File: src/hdl/tlic_pkg.sv
// package of the two level interrupt controller: offsets, fields, reset values, types
// assumes a byte wide register port with one cycle read latency
package tlic_pkg;
  localparam int NSRC = 6;
  // register offsets (block local)
  localparam logic [2:0] OFS_ENABLE = 3'h0;
  localparam logic [2:0] OFS_PRIORITY = 3'h1;
  localparam logic [2:0] OFS_TRIGGER = 3'h2;
  localparam logic [2:0] OFS_FLAGS = 3'h3;
  localparam logic [2:0] OFS_IRQ_STATUS = 3'h4;
  localparam logic [2:0] OFS_IRQ_MASK = 3'h5;
  localparam logic [2:0] OFS_SERVICE = 3'h6;
  // field positions
  localparam int BIT_GLOBAL_EN = 7;
  localparam int SRC_EXT0 = 0;
  localparam int SRC_TMR0 = 1;
  localparam int SRC_EXT1 = 2;
  localparam int SRC_TMR1 = 3;
  // implemented bits of the enable and priority registers
  localparam logic [7:0] ENABLE_MASK = 8'hBF;
  localparam logic [7:0] PRIORITY_MASK = 8'h3F;
  // reset values
  localparam logic [7:0] ENABLE_RST = 8'h00;
  localparam logic [7:0] PRIORITY_RST = 8'h00;
  localparam logic [5:0] SRC_RST = 6'h00;
  localparam logic [1:0] IRQ_RST = 2'h0;
  // vector addresses, lowest source index first
  localparam logic [15:0] VEC_BASE = 16'h0003;
  localparam logic [15:0] VEC_STEP = 16'h0008;
  // event status bits
  localparam int EVT_ACK = 0;
  localparam int EVT_PREEMPT = 1;

  typedef enum logic [1:0] {
    ST_IDLE = 2'b00,
    ST_ACK = 2'b01
  } tlic_state_t;

  // request handed to the core
  typedef struct packed {
    logic valid;
    logic [15:0] vector;
    logic level;
    logic [2:0] source;
  } tlic_req_t;
endpackage

File: src/hdl/tlic_arbiter.sv
// fixed order pick of the first set request within one level
// assumes a purely combinational use by the controller
`timescale 1ns/1ps
module tlic_arbiter (
  // requests, bit 0 highest
  input wire logic [5:0] req,
  // result
  output logic found,
  output logic [2:0] index
);
  // scan from the highest bit down so that the lowest wins
  always_comb
  begin
    found = 1'b0;
    index = 3'h0;
    for (int i = tlic_pkg::NSRC - 1; i >= 0; i--)
    begin
      if (req[i])
      begin
        found = 1'b1;
        index = 3'(i);
      end
    end
  end
endmodule

File: src/hdl/tlic_core.sv
// two level interrupt controller: enables, priorities, request flags, vector hand-off
// assumes the core pulses VEC_TAKEN when it vectors and RETI_DONE on return
//
// Overview of operation
// - bit 7 of enable register gates all acknowledges; when set, sources follow own bits (a take in the cycle after bit 7 clears is still acknowledged)
// - enable bits 0..5: ext0, timer0, ext1, timer1, serial, timer2
// - vectors 0003H, 000BH, 0013H, 001BH, 0023H, 002BH per source
// - external request is level triggered when type bit 0, edge when 1
// - priority bit 1 selects high level, 0 low level
// - a running service blocks requests of equal or lower level
// - same level ties resolve ext0, timer0, ext1, timer1, serial, timer2
// - priority bits 0..5 follow the same source order
// - priority bits 6, 7 and enable bit 6 are unimplemented
// - timer 0/1 overflow flags set on overflow, cleared when vectored
//
// Implementation choices: the register addresses and the strobed register port.
`timescale 1ns/1ps
module tlic_core (
  // clock and reset
  input wire logic CLK_SYS,
  input wire logic RSTN,
  // register port
  input wire logic [2:0] REG_ADDR,
  input wire logic [7:0] REG_WDATA,
  input wire logic REG_WR,
  input wire logic REG_RD,
  output logic [7:0] REG_RDATA,
  // request sources
  input wire logic EXT_REQUEST_PIN0_N,
  input wire logic EXT_REQUEST_PIN1_N,
  input wire logic TIMER0_OVF,
  input wire logic TIMER1_OVF,
  input wire logic SERIAL_RX_DONE_FLAG,
  input wire logic SERIAL_TX_DONE_FLAG,
  input wire logic TIMER2_OVERFLOW_FLAG,
  input wire logic TIMER2_EXTERNAL_FLAG,
  // core hand-off
  output logic VEC_VALID,
  output logic [15:0] VEC_ADDR,
  input wire logic VEC_TAKEN,
  input wire logic RETI_DONE,
  output logic [1:0] IN_SERVICE,
  // interrupt
  output logic IRQ
);
  typedef struct packed {
    tlic_pkg::tlic_state_t state;
    logic [7:0] enable;
    logic [7:0] priority_lvl;
    logic [1:0] trig_type;
    logic ext0_request_flag;
    logic ext1_request_flag;
    logic timer0_overflow_flag;
    logic timer1_overflow_flag;
    logic [1:0] pin_prev;
    logic [1:0] in_service;
    logic [2:0] svc_src_lo;
    logic [2:0] svc_src_hi;
    tlic_pkg::tlic_req_t req;
    logic [1:0] irq_status;
    logic [1:0] irq_mask;
    logic irq;
    logic [7:0] rdata;
  } tlic_state_reg_t;

  tlic_state_reg_t st_reg;
  tlic_state_reg_t st_next;

  logic [5:0] pend;
  logic [5:0] active;
  logic [5:0] req_hi;
  logic [5:0] req_lo;
  logic found_hi;
  logic found_lo;
  logic [2:0] idx_hi;
  logic [2:0] idx_lo;
  logic [1:0] pin_low;
  logic [1:0] pin_fall;

  // vector address of one source
  function automatic logic [15:0] vec_of(input logic [2:0] src);
    vec_of = tlic_pkg::VEC_BASE + 16'(src) * tlic_pkg::VEC_STEP;
  endfunction

  // pending requests in source order
  always_comb
  begin
    pin_low = {~EXT_REQUEST_PIN1_N, ~EXT_REQUEST_PIN0_N};
    pend[tlic_pkg::SRC_EXT0] = st_reg.trig_type[0] ? st_reg.ext0_request_flag : pin_low[0];
    pend[tlic_pkg::SRC_TMR0] = st_reg.timer0_overflow_flag;
    pend[tlic_pkg::SRC_EXT1] = st_reg.trig_type[1] ? st_reg.ext1_request_flag : pin_low[1];
    pend[tlic_pkg::SRC_TMR1] = st_reg.timer1_overflow_flag;
    pend[4] = SERIAL_RX_DONE_FLAG | SERIAL_TX_DONE_FLAG;
    pend[5] = TIMER2_OVERFLOW_FLAG | TIMER2_EXTERNAL_FLAG;
    // global and per source enables; bit 6 is never looked at
    active = st_reg.enable[tlic_pkg::BIT_GLOBAL_EN] ? (pend & st_reg.enable[5:0]) : 6'h00;
    // split by level
    req_hi = active & st_reg.priority_lvl[5:0];
    req_lo = active & ~st_reg.priority_lvl[5:0];
  end

  // falling pin edge per external request
  for (genvar g = 0; g < 2; g++)
  begin : g_edge
    assign pin_fall[g] = pin_low[g] && !st_reg.pin_prev[g];
  end

  // fixed order pick per level
  tlic_arbiter u_arb_hi (
    .req(req_hi),
    .found(found_hi),
    .index(idx_hi)
  );
  tlic_arbiter u_arb_lo (
    .req(req_lo),
    .found(found_lo),
    .index(idx_lo)
  );

  // next state
  always_comb
  begin
    st_next = st_reg;
    st_next.pin_prev = pin_low;
    st_next.rdata = 8'h00;
    // edge capture of external requests, set wins over clear
    if (REG_WR && REG_ADDR == tlic_pkg::OFS_FLAGS)
    begin
      if (REG_WDATA[0])
        st_next.ext0_request_flag = 1'b0;
      if (REG_WDATA[1])
        st_next.ext1_request_flag = 1'b0;
      if (REG_WDATA[2])
        st_next.timer0_overflow_flag = 1'b0;
      if (REG_WDATA[3])
        st_next.timer1_overflow_flag = 1'b0;
    end
    // hardware clear on vectoring to an edge or timer source
    if (st_reg.state == tlic_pkg::ST_ACK && VEC_TAKEN)
    begin
      case (st_reg.req.source)
        3'h0:
        begin
          st_next.ext0_request_flag = 1'b0;
        end
        3'h1:
        begin
          st_next.timer0_overflow_flag = 1'b0;
        end
        3'h2:
        begin
          st_next.ext1_request_flag = 1'b0;
        end
        3'h3:
        begin
          st_next.timer1_overflow_flag = 1'b0;
        end
        default:
        begin
          st_next.ext0_request_flag = st_next.ext0_request_flag;
        end
      endcase
    end
    if (pin_fall[0])
      st_next.ext0_request_flag = 1'b1;
    if (pin_fall[1])
      st_next.ext1_request_flag = 1'b1;
    if (TIMER0_OVF)
      st_next.timer0_overflow_flag = 1'b1;
    if (TIMER1_OVF)
      st_next.timer1_overflow_flag = 1'b1;
    // register writes
    if (REG_WR)
    begin
      case (REG_ADDR)
        tlic_pkg::OFS_ENABLE:
        begin
          // bit 6 is kept at zero
          st_next.enable = REG_WDATA & tlic_pkg::ENABLE_MASK;
        end
        tlic_pkg::OFS_PRIORITY:
        begin
          // bits 6 and 7 are kept at zero
          st_next.priority_lvl = REG_WDATA & tlic_pkg::PRIORITY_MASK;
        end
        tlic_pkg::OFS_TRIGGER:
        begin
          // one type bit per external pin
          st_next.trig_type = REG_WDATA[1:0];
        end
        tlic_pkg::OFS_IRQ_STATUS:
        begin
          // write one to clear, events below still set
          st_next.irq_status = st_reg.irq_status & ~REG_WDATA[1:0];
        end
        tlic_pkg::OFS_IRQ_MASK:
        begin
          // one mask bit per event
          st_next.irq_mask = REG_WDATA[1:0];
        end
        default:
        begin
          // flags handled above, others ignored
          st_next.irq_mask = st_next.irq_mask;
        end
      endcase
    end
    // return from the innermost service
    if (RETI_DONE)
    begin
      if (st_reg.in_service[1])
        st_next.in_service[1] = 1'b0;
      else
        st_next.in_service[0] = 1'b0;
    end
    // request and acknowledge sequencing
    case (st_reg.state)
      tlic_pkg::ST_IDLE:
      begin
        if (found_hi && !st_reg.in_service[1])
        begin
          // high level may preempt a low service
          st_next.req.valid = 1'b1;
          st_next.req.level = 1'b1;
          st_next.req.source = idx_hi;
          st_next.req.vector = vec_of(idx_hi);
          st_next.state = tlic_pkg::ST_ACK;
        end
        else if (found_lo && st_reg.in_service == 2'b00)
        begin
          st_next.req.valid = 1'b1;
          st_next.req.level = 1'b0;
          st_next.req.source = idx_lo;
          st_next.req.vector = vec_of(idx_lo);
          st_next.state = tlic_pkg::ST_ACK;
        end
      end
      tlic_pkg::ST_ACK:
      begin
        if (VEC_TAKEN)
        begin
          st_next.req.valid = 1'b0;
          st_next.in_service[st_reg.req.level] = 1'b1;
          st_next.state = tlic_pkg::ST_IDLE;
          st_next.irq_status[tlic_pkg::EVT_ACK] = 1'b1;
          if (st_reg.req.level && st_reg.in_service[0])
            st_next.irq_status[tlic_pkg::EVT_PREEMPT] = 1'b1;
          if (st_reg.req.level)
            st_next.svc_src_hi = st_reg.req.source;
          else
            st_next.svc_src_lo = st_reg.req.source;
        end
        else if (!st_reg.enable[tlic_pkg::BIT_GLOBAL_EN])
        begin
          // withdrawn before the core took it
          st_next.req.valid = 1'b0;
          st_next.state = tlic_pkg::ST_IDLE;
        end
      end
      default:
      begin
        st_next.state = tlic_pkg::ST_IDLE;
        st_next.req.valid = 1'b0;
      end
    endcase
    // read data, one cycle later
    if (REG_RD)
    begin
      case (REG_ADDR)
        tlic_pkg::OFS_ENABLE:
        begin
          st_next.rdata = st_reg.enable;
        end
        tlic_pkg::OFS_PRIORITY:
        begin
          st_next.rdata = st_reg.priority_lvl;
        end
        tlic_pkg::OFS_TRIGGER:
        begin
          st_next.rdata = {6'h00, st_reg.trig_type};
        end
        tlic_pkg::OFS_FLAGS:
        begin
          st_next.rdata = {2'h0, pend[5:4], st_reg.timer1_overflow_flag,
            st_reg.timer0_overflow_flag, st_reg.ext1_request_flag, st_reg.ext0_request_flag};
        end
        tlic_pkg::OFS_IRQ_STATUS:
        begin
          st_next.rdata = {6'h00, st_reg.irq_status};
        end
        tlic_pkg::OFS_IRQ_MASK:
        begin
          st_next.rdata = {6'h00, st_reg.irq_mask};
        end
        tlic_pkg::OFS_SERVICE:
        begin
          st_next.rdata = {st_reg.svc_src_hi, st_reg.svc_src_lo,
            st_reg.in_service};
        end
        default:
        begin
          st_next.rdata = 8'h00;
        end
      endcase
    end
    st_next.irq = |(st_next.irq_status & st_next.irq_mask);
  end

  // state register
  always_ff @(posedge CLK_SYS)
  begin
    if (!RSTN)
    begin
      st_reg.state <= tlic_pkg::ST_IDLE;
      st_reg.enable <= tlic_pkg::ENABLE_RST;
      st_reg.priority_lvl <= tlic_pkg::PRIORITY_RST;
      st_reg.trig_type <= tlic_pkg::IRQ_RST;
      st_reg.ext0_request_flag <= 1'b0;
      st_reg.ext1_request_flag <= 1'b0;
      st_reg.timer0_overflow_flag <= 1'b0;
      st_reg.timer1_overflow_flag <= 1'b0;
      st_reg.pin_prev <= tlic_pkg::IRQ_RST;
      st_reg.in_service <= tlic_pkg::IRQ_RST;
      st_reg.svc_src_lo <= 3'h0;
      st_reg.svc_src_hi <= 3'h0;
      st_reg.req <= '0;
      st_reg.irq_status <= tlic_pkg::IRQ_RST;
      st_reg.irq_mask <= tlic_pkg::IRQ_RST;
      st_reg.irq <= 1'b0;
      st_reg.rdata <= 8'h00;
    end
    else
      st_reg <= st_next;
  end

  // outputs straight from flops
  assign REG_RDATA = st_reg.rdata;
  assign VEC_VALID = st_reg.req.valid;
  assign VEC_ADDR = st_reg.req.vector;
  assign IN_SERVICE = st_reg.in_service;
  assign IRQ = st_reg.irq;
endmodule

File: config.mk
export PLATFORM = sky130hd
export DESIGN_NAME = tlic_core
export DESIGN_NICKNAME = d
export VERILOG_FILES = /design/src/hdl/tlic_pkg.sv /design/src/hdl/tlic_arbiter.sv /design/src/hdl/tlic_core.sv
export SDC_FILE = /design/constraint.sdc
export NUM_CORES = 1
export LEC_CHECK = 0
export BUFFER_PORTS_ARGS = -buffer_cell sky130_fd_sc_hd__buf_2
export CORE_MARGIN = 10
export CORE_UTILIZATION = 47
export DETAILED_ROUTE_END_ITERATION = 16
export GPL_TIMING_DRIVEN = 1
export PLACE_DENSITY_LB_ADDON = 0.08
export REMOVE_ABC_BUFFERS = 1
export SYNTH_ARGS = -nofsm -noshare
export SYNTH_HDL_FRONTEND = slang
export SYNTH_SLANG_ARGS = --single-unit
File: constraint.sdc
create_clock -name CLK_SYS -period 2.15 [get_ports CLK_SYS]
set_input_delay 0.3225 -clock CLK_SYS [delete_from_list [all_inputs] [get_ports CLK_SYS]]
set_output_delay 0.3225 -clock CLK_SYS [all_outputs]
set_load 0.1 [all_outputs]
== Word-level counts from Yosys, hierarchy flattened ==
Cells that the tools add are included.

* Flip-flop bits (word level): 65
* Input port bits: 25
* Output and inout bits: 28
* Word-level logic and storage cells: 140

* $add $sub $neg: 2
* Magnitude comparators: 2
* Equal/unequal tests: 12
* Muxes and demuxes: 66
* Bitwise gates (word level): 13
* Reductions and logical operators: 25

{| class="wikitable"
|+ Operators with widths
! operator !! number
|-
| $pmux W8 S7 || 1
|-
| $mux W21 || 2
|-
| $mux W3 || 14
|-
| $mux W1 || 31
|-
| $and A6 B6 Y6 || 3
|-
| $mux W2 || 9
|-
| $mux W8 || 2
|-
| $add A2 B6 Y7 const A || 2
|-
| $eq A3 B2 Y1 const B || 4
|-
| $mux W4 || 3
|-
| $reduce_and A2 Y1 || 6
|-
| $eq A3 B3 Y1 const B || 3
|-
| $logic_and A1 B1 Y1 || 8
|-
| $eq A3 B1 Y1 const B || 2
|-
| $logic_not A3 Y1 || 2
|-
| $mux W6 || 1
|-
| $ne A3 B3 Y1 const B || 2
|-
| $not A6 Y6 || 1
|-
| $reduce_and A3 Y1 || 2
|-
| $and A2 B2 Y2 || 2
|-
| $logic_not A2 Y1 || 2
|-
| $pmux W2 S2 || 1
|-
| $logic_not A1 Y1 || 3
|-
| $not A1 Y1 || 3
|-
| 10 further kinds || 11
|}

== Longest topological paths before layout ==
Gate-level depths: netlist (run 1).

* Word-level depth: 15
* Gate-level depth with buffers: 7
* Gate-level depth less buffers: 6

== Modules after synthesis ==
A second synthesis (run 1) with hierarchy kept.

* Cell total of the unflattened synthesis: 288
* Area total of the unflattened synthesis: 2,553.7 µm²

{| class="wikitable"
|+ By module, submodules not included
! module !! times used !! cells an instance !! area each (µm²) !! sequential area each (µm²)
|-
| tlic_core || 1 || 268 || 2,438.6 || 960.9
|-
| tlic_arbiter || 2 || 10 || 57.6 || 0.0
|}

== Worst setup path after synthesis (run 1) ==
OpenSTA, ideal clock, no wires.

* Kind: reg2reg
* Start: reg, netlist name VEC_VALID
* End: reg st_reg[37] (netlist name)
* Setup time: 128 ps
* Arrival time: 1,883 ps
* Required time: 2,022 ps
* Path slack: 139 ps
* Cell stages (with the launch flop): 6
* Path buffers: 1
* Clock period less this slack: 2,011 ps
* Cells stage by stage: dfxtp_1 nand2_1 or2_2 clkbuf_1 mux2i_1 nor2_1

{| class="wikitable"
|+ RTL lines
! element !! RTL line !! source
|-
| to (signal assigned) || tlic_core.sv:333 || <nowiki>st_reg <= st_next;</nowiki>
|-
| to (decl) || tlic_core.sv:66 || <nowiki>tlic_state_reg_t st_reg;</nowiki>
|}

== Final worst setup path (run 1) ==
* Start: reg st_reg[65] (netlist name)
* End: reg st_reg[14] (netlist name)

* Cells in the longest elaborated chain, start to end: 11
* Elaborated cells between the ends (all ways): 31
* Classes of those cells: mux (25); bitwise (2); reduce/logical (4)

{| class="wikitable"
|+ Ends and longest elaborated chain
! element !! RTL line !! source
|-
| $mux W6 (*) || tlic_core.sv:96 || <nowiki>active = st_reg.enable[tlic_pkg::BIT_GLOBAL_EN] ? (pend & st_reg.enable[5:0]) : 6'h00;</nowiki>
|-
| $and A6 B6 Y6 (on tied branches) || tlic_core.sv:98, tlic_core.sv:99 ||
|-
| $mux W1 (6 in series) || tlic_arbiter.sv:18 || <nowiki>if (req[i])</nowiki>
|-
| $logic_and A1 B1 Y1 (on tied branches) || tlic_core.sv:220, tlic_core.sv:229 ||
|-
| $reduce_bool A2 Y1 (no line) || - ||
|-
| $reduce_and A2 Y1 (no line) || - ||
|}

Mark *: on every way between the ends. The rest lies on a longest branch, timed or not. The select of a mux whose other input is x is not followed.
A chain may end at the register's enable or synchronous reset.

==> out/qor.yml, run 1 <==
dieWidth_um: 93.2
grt_max_degree: 19
syn_avg_cell_area_um2: 8.43
fp-row-count: 26
netlist_top_cells_area: "dfxtp_1 (38%), buf_4 (7.7%), mux2i_1 (6.4%)"
critPathArrivalTime_ps: 2170
largest_reg_flops: 33
yosysTopAreaCell: "dfxtp_1"
r2r_start: "st_reg[65]"
fin_nets: 349
cts_max_level: 2
reg2regPathDepth: 7
cap_violations: 0
clock-skew-final_ps: 5.84
place.gp.congestion: 0.856
dp_hpwl_um: 4970
critPathLaunchType: "flip-flop"
io_pins: 53
core_um2: 5140
holdPathStages: 2
min_period_over_period_pct: 90.0
antenna_found_initial: 0
routedWlPerCell_um: 16.1
synth_cells: 299
die_area_um2: 8690
critPathMaxFanout: 9
clockRootBuffer: "clkbuf_8"
setup_viol: 0
die_h_um: 93.2
fin_crit_ps: 1940
synth_warnings: 0
reg2reg_to: "st_reg[14]"
rsz0062_at_grt: "no"
power.total_uw: 1810
post-cts-setup-buffer-count: 0
seq_area_frac_synth_pct: 38.1
netlist_top_cells_count: "dfxtp_1 (48), nand2_1 (35), nor2_1 (28), buf_4 (26), nor2b_1 (20)"
ys_ff_latch: 48
status: "completed"
max_freq_mhz: 517
area_delta_synth_final_pct: 9.53
power.density_nw_per_um2: 656
final_cells: 395
synth.top_cell.area_share_pct: 38.1
synth-async-reset-ratio_pct: 0
cts_inserted_buffers: 5
path_class: "reg -> reg"
drv_slew: 0
ir_drop_v: 0.000462
ys_types: 51
grt_remaining_overflow: 0
vias_per_cell: 5.29
grt_pass1_wl_um: 10600
ys.flop_type: "dfxtp_1"
dr_total_vias: 2089
firstDrtPassIters: 5
clkSinkCount: 48
min_from: "EXT_REQUEST_PIN1_N"
hold_buffers: 0
drive_gt1_share_pct: 20.6
setup_tns_ps: 0
start_util_pct: 49.1
cp-end-kind: "flip-flop"
synth-edff-count: 0
grt_pass1_vias: 2078
clk_path_buf_depth: 2
clk_pin_slew_ps: 90
track_usage_pct: 15.0
worstPathRequired_ps: 2390
ant_nets: 0
drt_iter0_markers: 149
worstSkewPairLatency_ps: 300
hold_end: "st_reg[43]"
reg2reg_slack_ps: 210
total_leakage_power_uw: 0.00113
io_buffers: 40
ctsResizeCount: 0
dp_cells: 387
cts_tree: "built"
wl_um: 6380
syn_area_um2: 2520
hold_class: "in -> reg"
route.detailed.drc: 0
yosysMostFrequentCell: "dfxtp_1"
diodes: 0
final_hold_viol_count: 0
logic make-up after synthesis:
| family | after synthesis | synth area share, % |
|---|---|---|
| flops | 48 | 38.1 |
| mux | 22 | 9.48 |
| buf+inv | 46 | 10.8 |
| other cells | 1 | 0.149 |
| simple gates | 120 | 23.7 |
| compound gates | 62 | 17.8 |
area by class of cell:
type,instances,area [um2]
fill,500,2380
multi-input combinational,215,1330
sequential,48,961
timing repair buffer,46,245
tap,70,87.6
clock buffer,5,68.8
clock inverter,3,42.5
inverter,8,30.0
through the flow:
step	cell area, um2	util, %	hold slack [ps]	worst slack [ps]
after floorplan	2320	-	399	186
after global placement	2650	51.6	441	223
after detailed placement	2650	51.6	449	204
after CTS	2760	53.7	196	228
after global routing	2760	53.7	209	60.1
final	2760	53.7	202	214
routing by layer:
metal / global-route usage [%] / part of all wire (%)
met1: 19.6 / 47
met2: 23.4 / 47
met3: 3.28 / 4.8
met4: 5.66 / 1.1
met5: 0 / 0
power by group:
part | leakage (uW) | internal [uW] | total [uW] | switching (uW)
Combinational | 0.000688 | 54.9 | 234 | 179
Clock | 0.0000541 | 344 | 656 | 312
Sequential | 0.000389 | 906 | 922 | 16.1
Total | 0.00113 | 1310 | 1810 | 507
layout by cell type, fill, tap and decap left out, types with 4 or more instances in the layout:
cell	instances
nand2b_1	5
nand3_1	9
a21boi_0	4
nor2b_1	20
mux2i_1	16
o21ai_0	9
nor3_1	4
dfxtp_1	48
a21oi_1	15
conb_1	11
buf_4	6
nor2_1	28
a22oi_1	6
mux2_2	5
buf_2	40
nand4_1	4
inv_1	7
nand2_1	35
clkbuf_8	5
o211ai_1	4
critical path, stage by stage (launching register included):
cell	delay (ps)
dfxtp_1	460
buf_4	210
and3_1	160
nand3_1	160
a41oi_4	240
nor2_1	120
a21oi_2	310
mux2i_1	210
how the worst max path moves through the flow:
stage	startpoint	to	slack, ps	depth (start not counted)
2_1_floorplan	IN_SERVICE[1]	VEC_VALID	190	4
3_3_place_gp	EXT_REQUEST_PIN1_N	st_reg[14]	220	7
3_5_place_dp	EXT_REQUEST_PIN1_N	st_reg[14]	200	7
4_1_cts	st_reg[65]	st_reg[14]	230	7
5_1_grt	st_reg[65]	st_reg[15]	60	7
6_report	st_reg[65]	st_reg[14]	210	7
Note: power is estimated with default switching activity, not from simulation.
==> run 2, diff against run 1 <==
Settings changed: CORE_UTILIZATION 47 to 54.
==> out/qor.yml, run 2 (synthesis gave the netlist of run 1 again) <==
path_buf_inv: 0  # -1
path_class: "reg -> reg"
min_period_over_period_pct: 87.6  # -2.5 points
routedWlPerCell_um: 16.0  # -0.89%
cts_tree: "built"
start_util_pct: 56.7  # +7.7 points
worstSkewPairLatency_ps: 300  # about the same
r2r_start: "st_reg[49]"
largest_reg_flops: 33  # unchanged
fin_nets: 349  # unchanged
antenna_found_initial: 0  # unchanged
slowest_delay_ps: 400  # -60 ps
grt_pass1_wl_um: 9760  # -7.9%
dieWidth_um: 88.3  # -5.3%
final_hold_viol_count: 0  # unchanged
crit_chain: "nor2b_1, or3_4, a41oi_4, nor2_1, a21oi_2, mux2i_1"
final_util_pct: 61.0  # +7.2 points
firstDrtPassIters: 4  # -1
clk_path_buf_depth: 2  # unchanged
ir_drop_v: 0.000420  # -9.1%
die_h_um: 88.3  # -5.3%
critPathArrivalTime_ps: 2110  # -60 ps
cap_violations: 0  # unchanged
post-cts-setup-buffer-count: 0  # unchanged
io_buffers: 40  # unchanged
track_usage_pct: 15.9  # +0.94 points
fp-row-count: 24  # -7.7%
drt_iter0_markers: 98  # -34%
grt_remaining_overflow: 0  # unchanged
dp_hpwl_um: 4700  # -5.5%
ant_nets: 0  # unchanged
drv_slew: 0  # unchanged
cts_inserted_buffers: 5  # unchanged
worstPathRequired_ps: 2380  # about the same
reg2reg_slack_ps: 270  # +50 ps
drive_gt1_share_pct: 20.4  # -0.25 points
hold_buffers: 0  # unchanged
critPathMaxFanout: 5  # -4
place_ws_ps: 206  # +2.20 ps
diodes: 0  # unchanged
grt_pass1_vias: 1985  # -4.5%
status: "completed"
ctsResizeCount: 0  # unchanged
wl_um: 6020  # -5.7%
max_freq_mhz: 531  # +2.8%
clock-skew-final_ps: 9.26  # +3.42 ps
cp-end-kind: "flip-flop"
use_met1_pct: 20.9  # +1.3 points
grt_max_degree: 19  # unchanged
io_pins: 53  # unchanged
dr_total_vias: 2105  # +0.77%
busiest_layer: "met2"
core_um2: 4440  # -14%
crit_family: "simple AND/OR/NAND/NOR gates"
setup_viol: 0  # unchanged
clkSinkCount: 48  # unchanged
cts_max_level: 2  # unchanged
power.density_nw_per_um2: 615  # -6.4%
worst_slack_ps: 267  # +52.7 ps
critPathLaunchType: "flip-flop"
crit_slowest_cell: "or3_4"
route.detailed.drc: 0  # unchanged
hold_class: "in -> reg"
holdWs_ps: 206  # +3.70 ps
vias_per_cell: 5.60  # +5.9%
use_met3_pct: 3.95  # +0.67 points
rsz0062_at_grt: "no"
startpoint: "st_reg[49]"
final_cell_mix: "dfxtp_1 (48), buf_2 (40), nand2_1 (35)"
clk_pin_slew_ps: 90  # about the same
layout_commonest_cell: "dfxtp_1"
grt_use_met2_pct: 24.9  # +1.5 points
setup_tns_ps: 0  # unchanged
die_area_um2: 7800  # -10%
place.gp.congestion: 0.891  # +4.1%
placed_cell_area_um2: 2630  # -0.85%
area_delta_synth_final_pct: 7.44
total_leakage_power_uw: 0.00112  # -1.3%
clockRootBuffer: "clkbuf_8"
final_cell_area_um2: 2710  # -1.9%
fin_crit_ps: 1880  # -52.7 ps
min_from: "EXT_REQUEST_PIN1_N"
-- run 2: cell count changes in the layout (fill, tap and decap cells not counted), sizes merged --
cell / before / now
bufinv: 1 / 0
-- run 2: worst register-to-register path, delay by kind of cell (launching register included) --
kind / cells / cell delay (ps)
mux: 1 / 230
flops: 1 / 340
compound gates: 2 / 560
simple gates: 3 / 680
-- run 2: cell type report --
cell class                      instances  area (um2)
Clock buffer                            5        68.8
Clock inverter                          2        12.5
Fill cell                             429        1740
Inverter                                8        30.0
Multi-Input combinational cell        215        1330
Sequential cell                        48         961
Tap cell                               52        65.1
Timing Repair Buffer                   46         245
-- run 2: final timing paths --
| path | cells past startpoint | to |
|---|---|---|
| worst max-delay path | 6 | st_reg[14] |
| worst min register to register | 2 | st_reg[47] |
| worst min-delay path | 2 | st_reg[43] |
| worst max register to register | 6 | st_reg[14] |
-- run 2: per-stage QoR --
step                power, uW  instances
global route             1720        376
CTS                      1670        376
floorplan                1100        271
detailed placement       1180        369
global placement         1170        369
finish                   1660        376
-- run 2: layer usage --
layer / part of all wire, % / vias to the layer above
li1: - / 1064
met1: 49 / 982
met2: 44 / 54
met3: 5.9 / 5
met4: 0.95 / 0
met5: 0 / -
-- run 2: where the power goes --
group	leakage, uW	switching (uW)	internal, uW
clock network	0.0000400	288	220
registers	0.000389	16.5	906
logic	0.000688	179	54.9
total	0.00112	483	1180
==> run 3, diff against run 2 <==
Settings changed: CORE_ASPECT_RATIO set to 1.1.
==> out/qor.yml, run 3 (synthesis gave the netlist of run 1 again) <==
critPathMaxFanout: 9  # +4
post-cts-setup-buffer-count: 0  # unchanged
final_cell_mix: "dfxtp_1 (48), buf_2 (40), nand2_1 (35)"
grt_pass1_vias: 2111  # +6.3%
combPwrFrac_pct: 13.6  # -0.5 points
clk_pin_slew_ps: 90  # about the same
seqPwrFrac_pct: 53.9  # -1.5 points
dr_total_vias: 2140  # +1.7%
power.total_uw: 1710  # +2.8%
ant_nets: 0  # unchanged
start_util_pct: 55.0  # -1.8 points
total_leakage_power_uw: 0.00112  # +0.55%
track_usage_pct: 15.8  # -0.14 points
cts_tree: "built"
startpoint: "st_reg[65]"
ir_drop_v: 0.000419  # -0.15%
fin_crit_ps: 1950  # +67.5 ps
route.detailed.drc: 0  # unchanged
power.density_nw_per_um2: 630  # +2.5%
critPathArrivalTime_ps: 2180  # +70 ps
io_pins: 53  # unchanged
critPathLaunchType: "flip-flop"
p_sw_uw: 494  # +2.3%
dp_hpwl_um: 4720  # +0.59%
worstPathRequired_ps: 2380  # about the same
hold_class: "in -> reg"
vias_per_cell: 5.63  # +0.59%
setup_viol: 0  # unchanged
routedWlPerCell_um: 16.3  # +1.8%
hold_buffers: 0  # unchanged
fp-row-count: 26  # +8.3%
clkSinkCount: 48  # unchanged
clock-skew-final_ps: 7.57  # -1.69 ps
layout_commonest_cell: "dfxtp_1"
max_freq_mhz: 513  # -3.5%
min_from: "EXT_REQUEST_PIN0_N"
clockRootBuffer: "clkbuf_8"
drive_gt1_share_pct: 20.4  # unchanged
cts_max_level: 2  # unchanged
drt_iter0_markers: 156  # +59%
die_area_um2: 7810  # about the same
sw_frac_of_total_pct: 28.9  # -0.15 points
clk_path_buf_depth: 2  # unchanged
min_period_over_period_pct: 90.7  # +3.1 points
area_delta_synth_final_pct: 7.79
p_clk_share_pct: 32.6  # +2.1 points
rsz0062_at_grt: "no"
diodes: 0  # unchanged
worstSkewPairLatency_ps: 300  # about the same
r2r_start: "st_reg[65]"
fin_nets: 348  # -0.29%
cap_violations: 0  # unchanged
wl_um: 6190  # +2.9%
grt_remaining_overflow: 0  # unchanged
final_hold_viol_count: 0  # unchanged
setup_tns_ps: 0  # unchanged
grt_pass1_wl_um: 10300  # +5.9%
firstDrtPassIters: 4  # unchanged
dieWidth_um: 85.2  # -3.6%
io_buffers: 40  # unchanged
ctsResizeCount: 0  # unchanged
grt_max_degree: 19  # unchanged
slew_headroom_pct: 61.4
drv_slew: 0  # unchanged
antenna_found_initial: 0  # unchanged
core_um2: 4590  # +3.2%
cts_inserted_buffers: 5  # unchanged
holdWs_ps: 208  # +2.47 ps
status: "completed"
place.gp.congestion: 0.853  # -4.2%
path_class: "reg -> reg"
largest_reg_flops: 33  # unchanged
tightest_slew_ps: 576
die_h_um: 91.7  # +3.8%
internal_power_uw: 1220  # +3.0%
cp-end-kind: "flip-flop"
## run 3: final cells by class
| class | count | area (um2) |
|---|---|---|
| clock inverter | 2 | 10.0 |
| clock buffer | 6 | 82.6 |
| tap | 56 | 70.1 |
| multi-input combinational | 215 | 1330 |
| inverter | 8 | 30.0 |
| fill | 435 | 1870 |
| timing repair buffer | 45 | 238 |
| sequential | 48 | 961 |
## run 3: worst max-delay path: stages (launching register included)
cell	delay, ps
dfxtp_1	460
buf_4	210
and3_1	160
nand3_1	150
a41oi_4	230
nor2_1	120
a21oi_2	310
mux2i_1	230
## run 3: worst paths after layout
check	slack, ps	end	depth (start not counted)
setup / recovery	200	st_reg[15]	7
hold / removal	210	st_reg[42]	2
setup reg to reg	200	st_reg[15]	7
hold reg to reg	470	st_reg[47]	2
## run 3: routing by layer
layer	global-route usage [%]	routed length [um]	up-vias
met3	4.69	373	3
met2	25.9	2940	59
met1	19.9	2840	1014
li1	-	-	1064
met5	0	0	-
met4	3.16	35	0
## run 3: power groups by stage
| stage | sequential (uW) | clock (uW) | combinational [uW] |
|---|---|---|---|
| after floorplan | 955 | 0 | 145 |
| after global placement | 943 | 0 | 230 |
| after detailed placement | 943 | 0 | 231 |
| after CTS | 922 | 566 | 231 |
| after global routing | 924 | 593 | 250 |
| final | 922 | 557 | 232 |
## run 3: metrics by stage
stage	setup WS (ps)	instance area (um2)	cells	utilization, %
global placement	217	2630	372	57.2
global route	46.3	2720	380	59.2
CTS	211	2720	380	59.2
finish	200	2720	380	59.2
floorplan	186	2320	271	-
detailed placement	165	2630	372	57.2
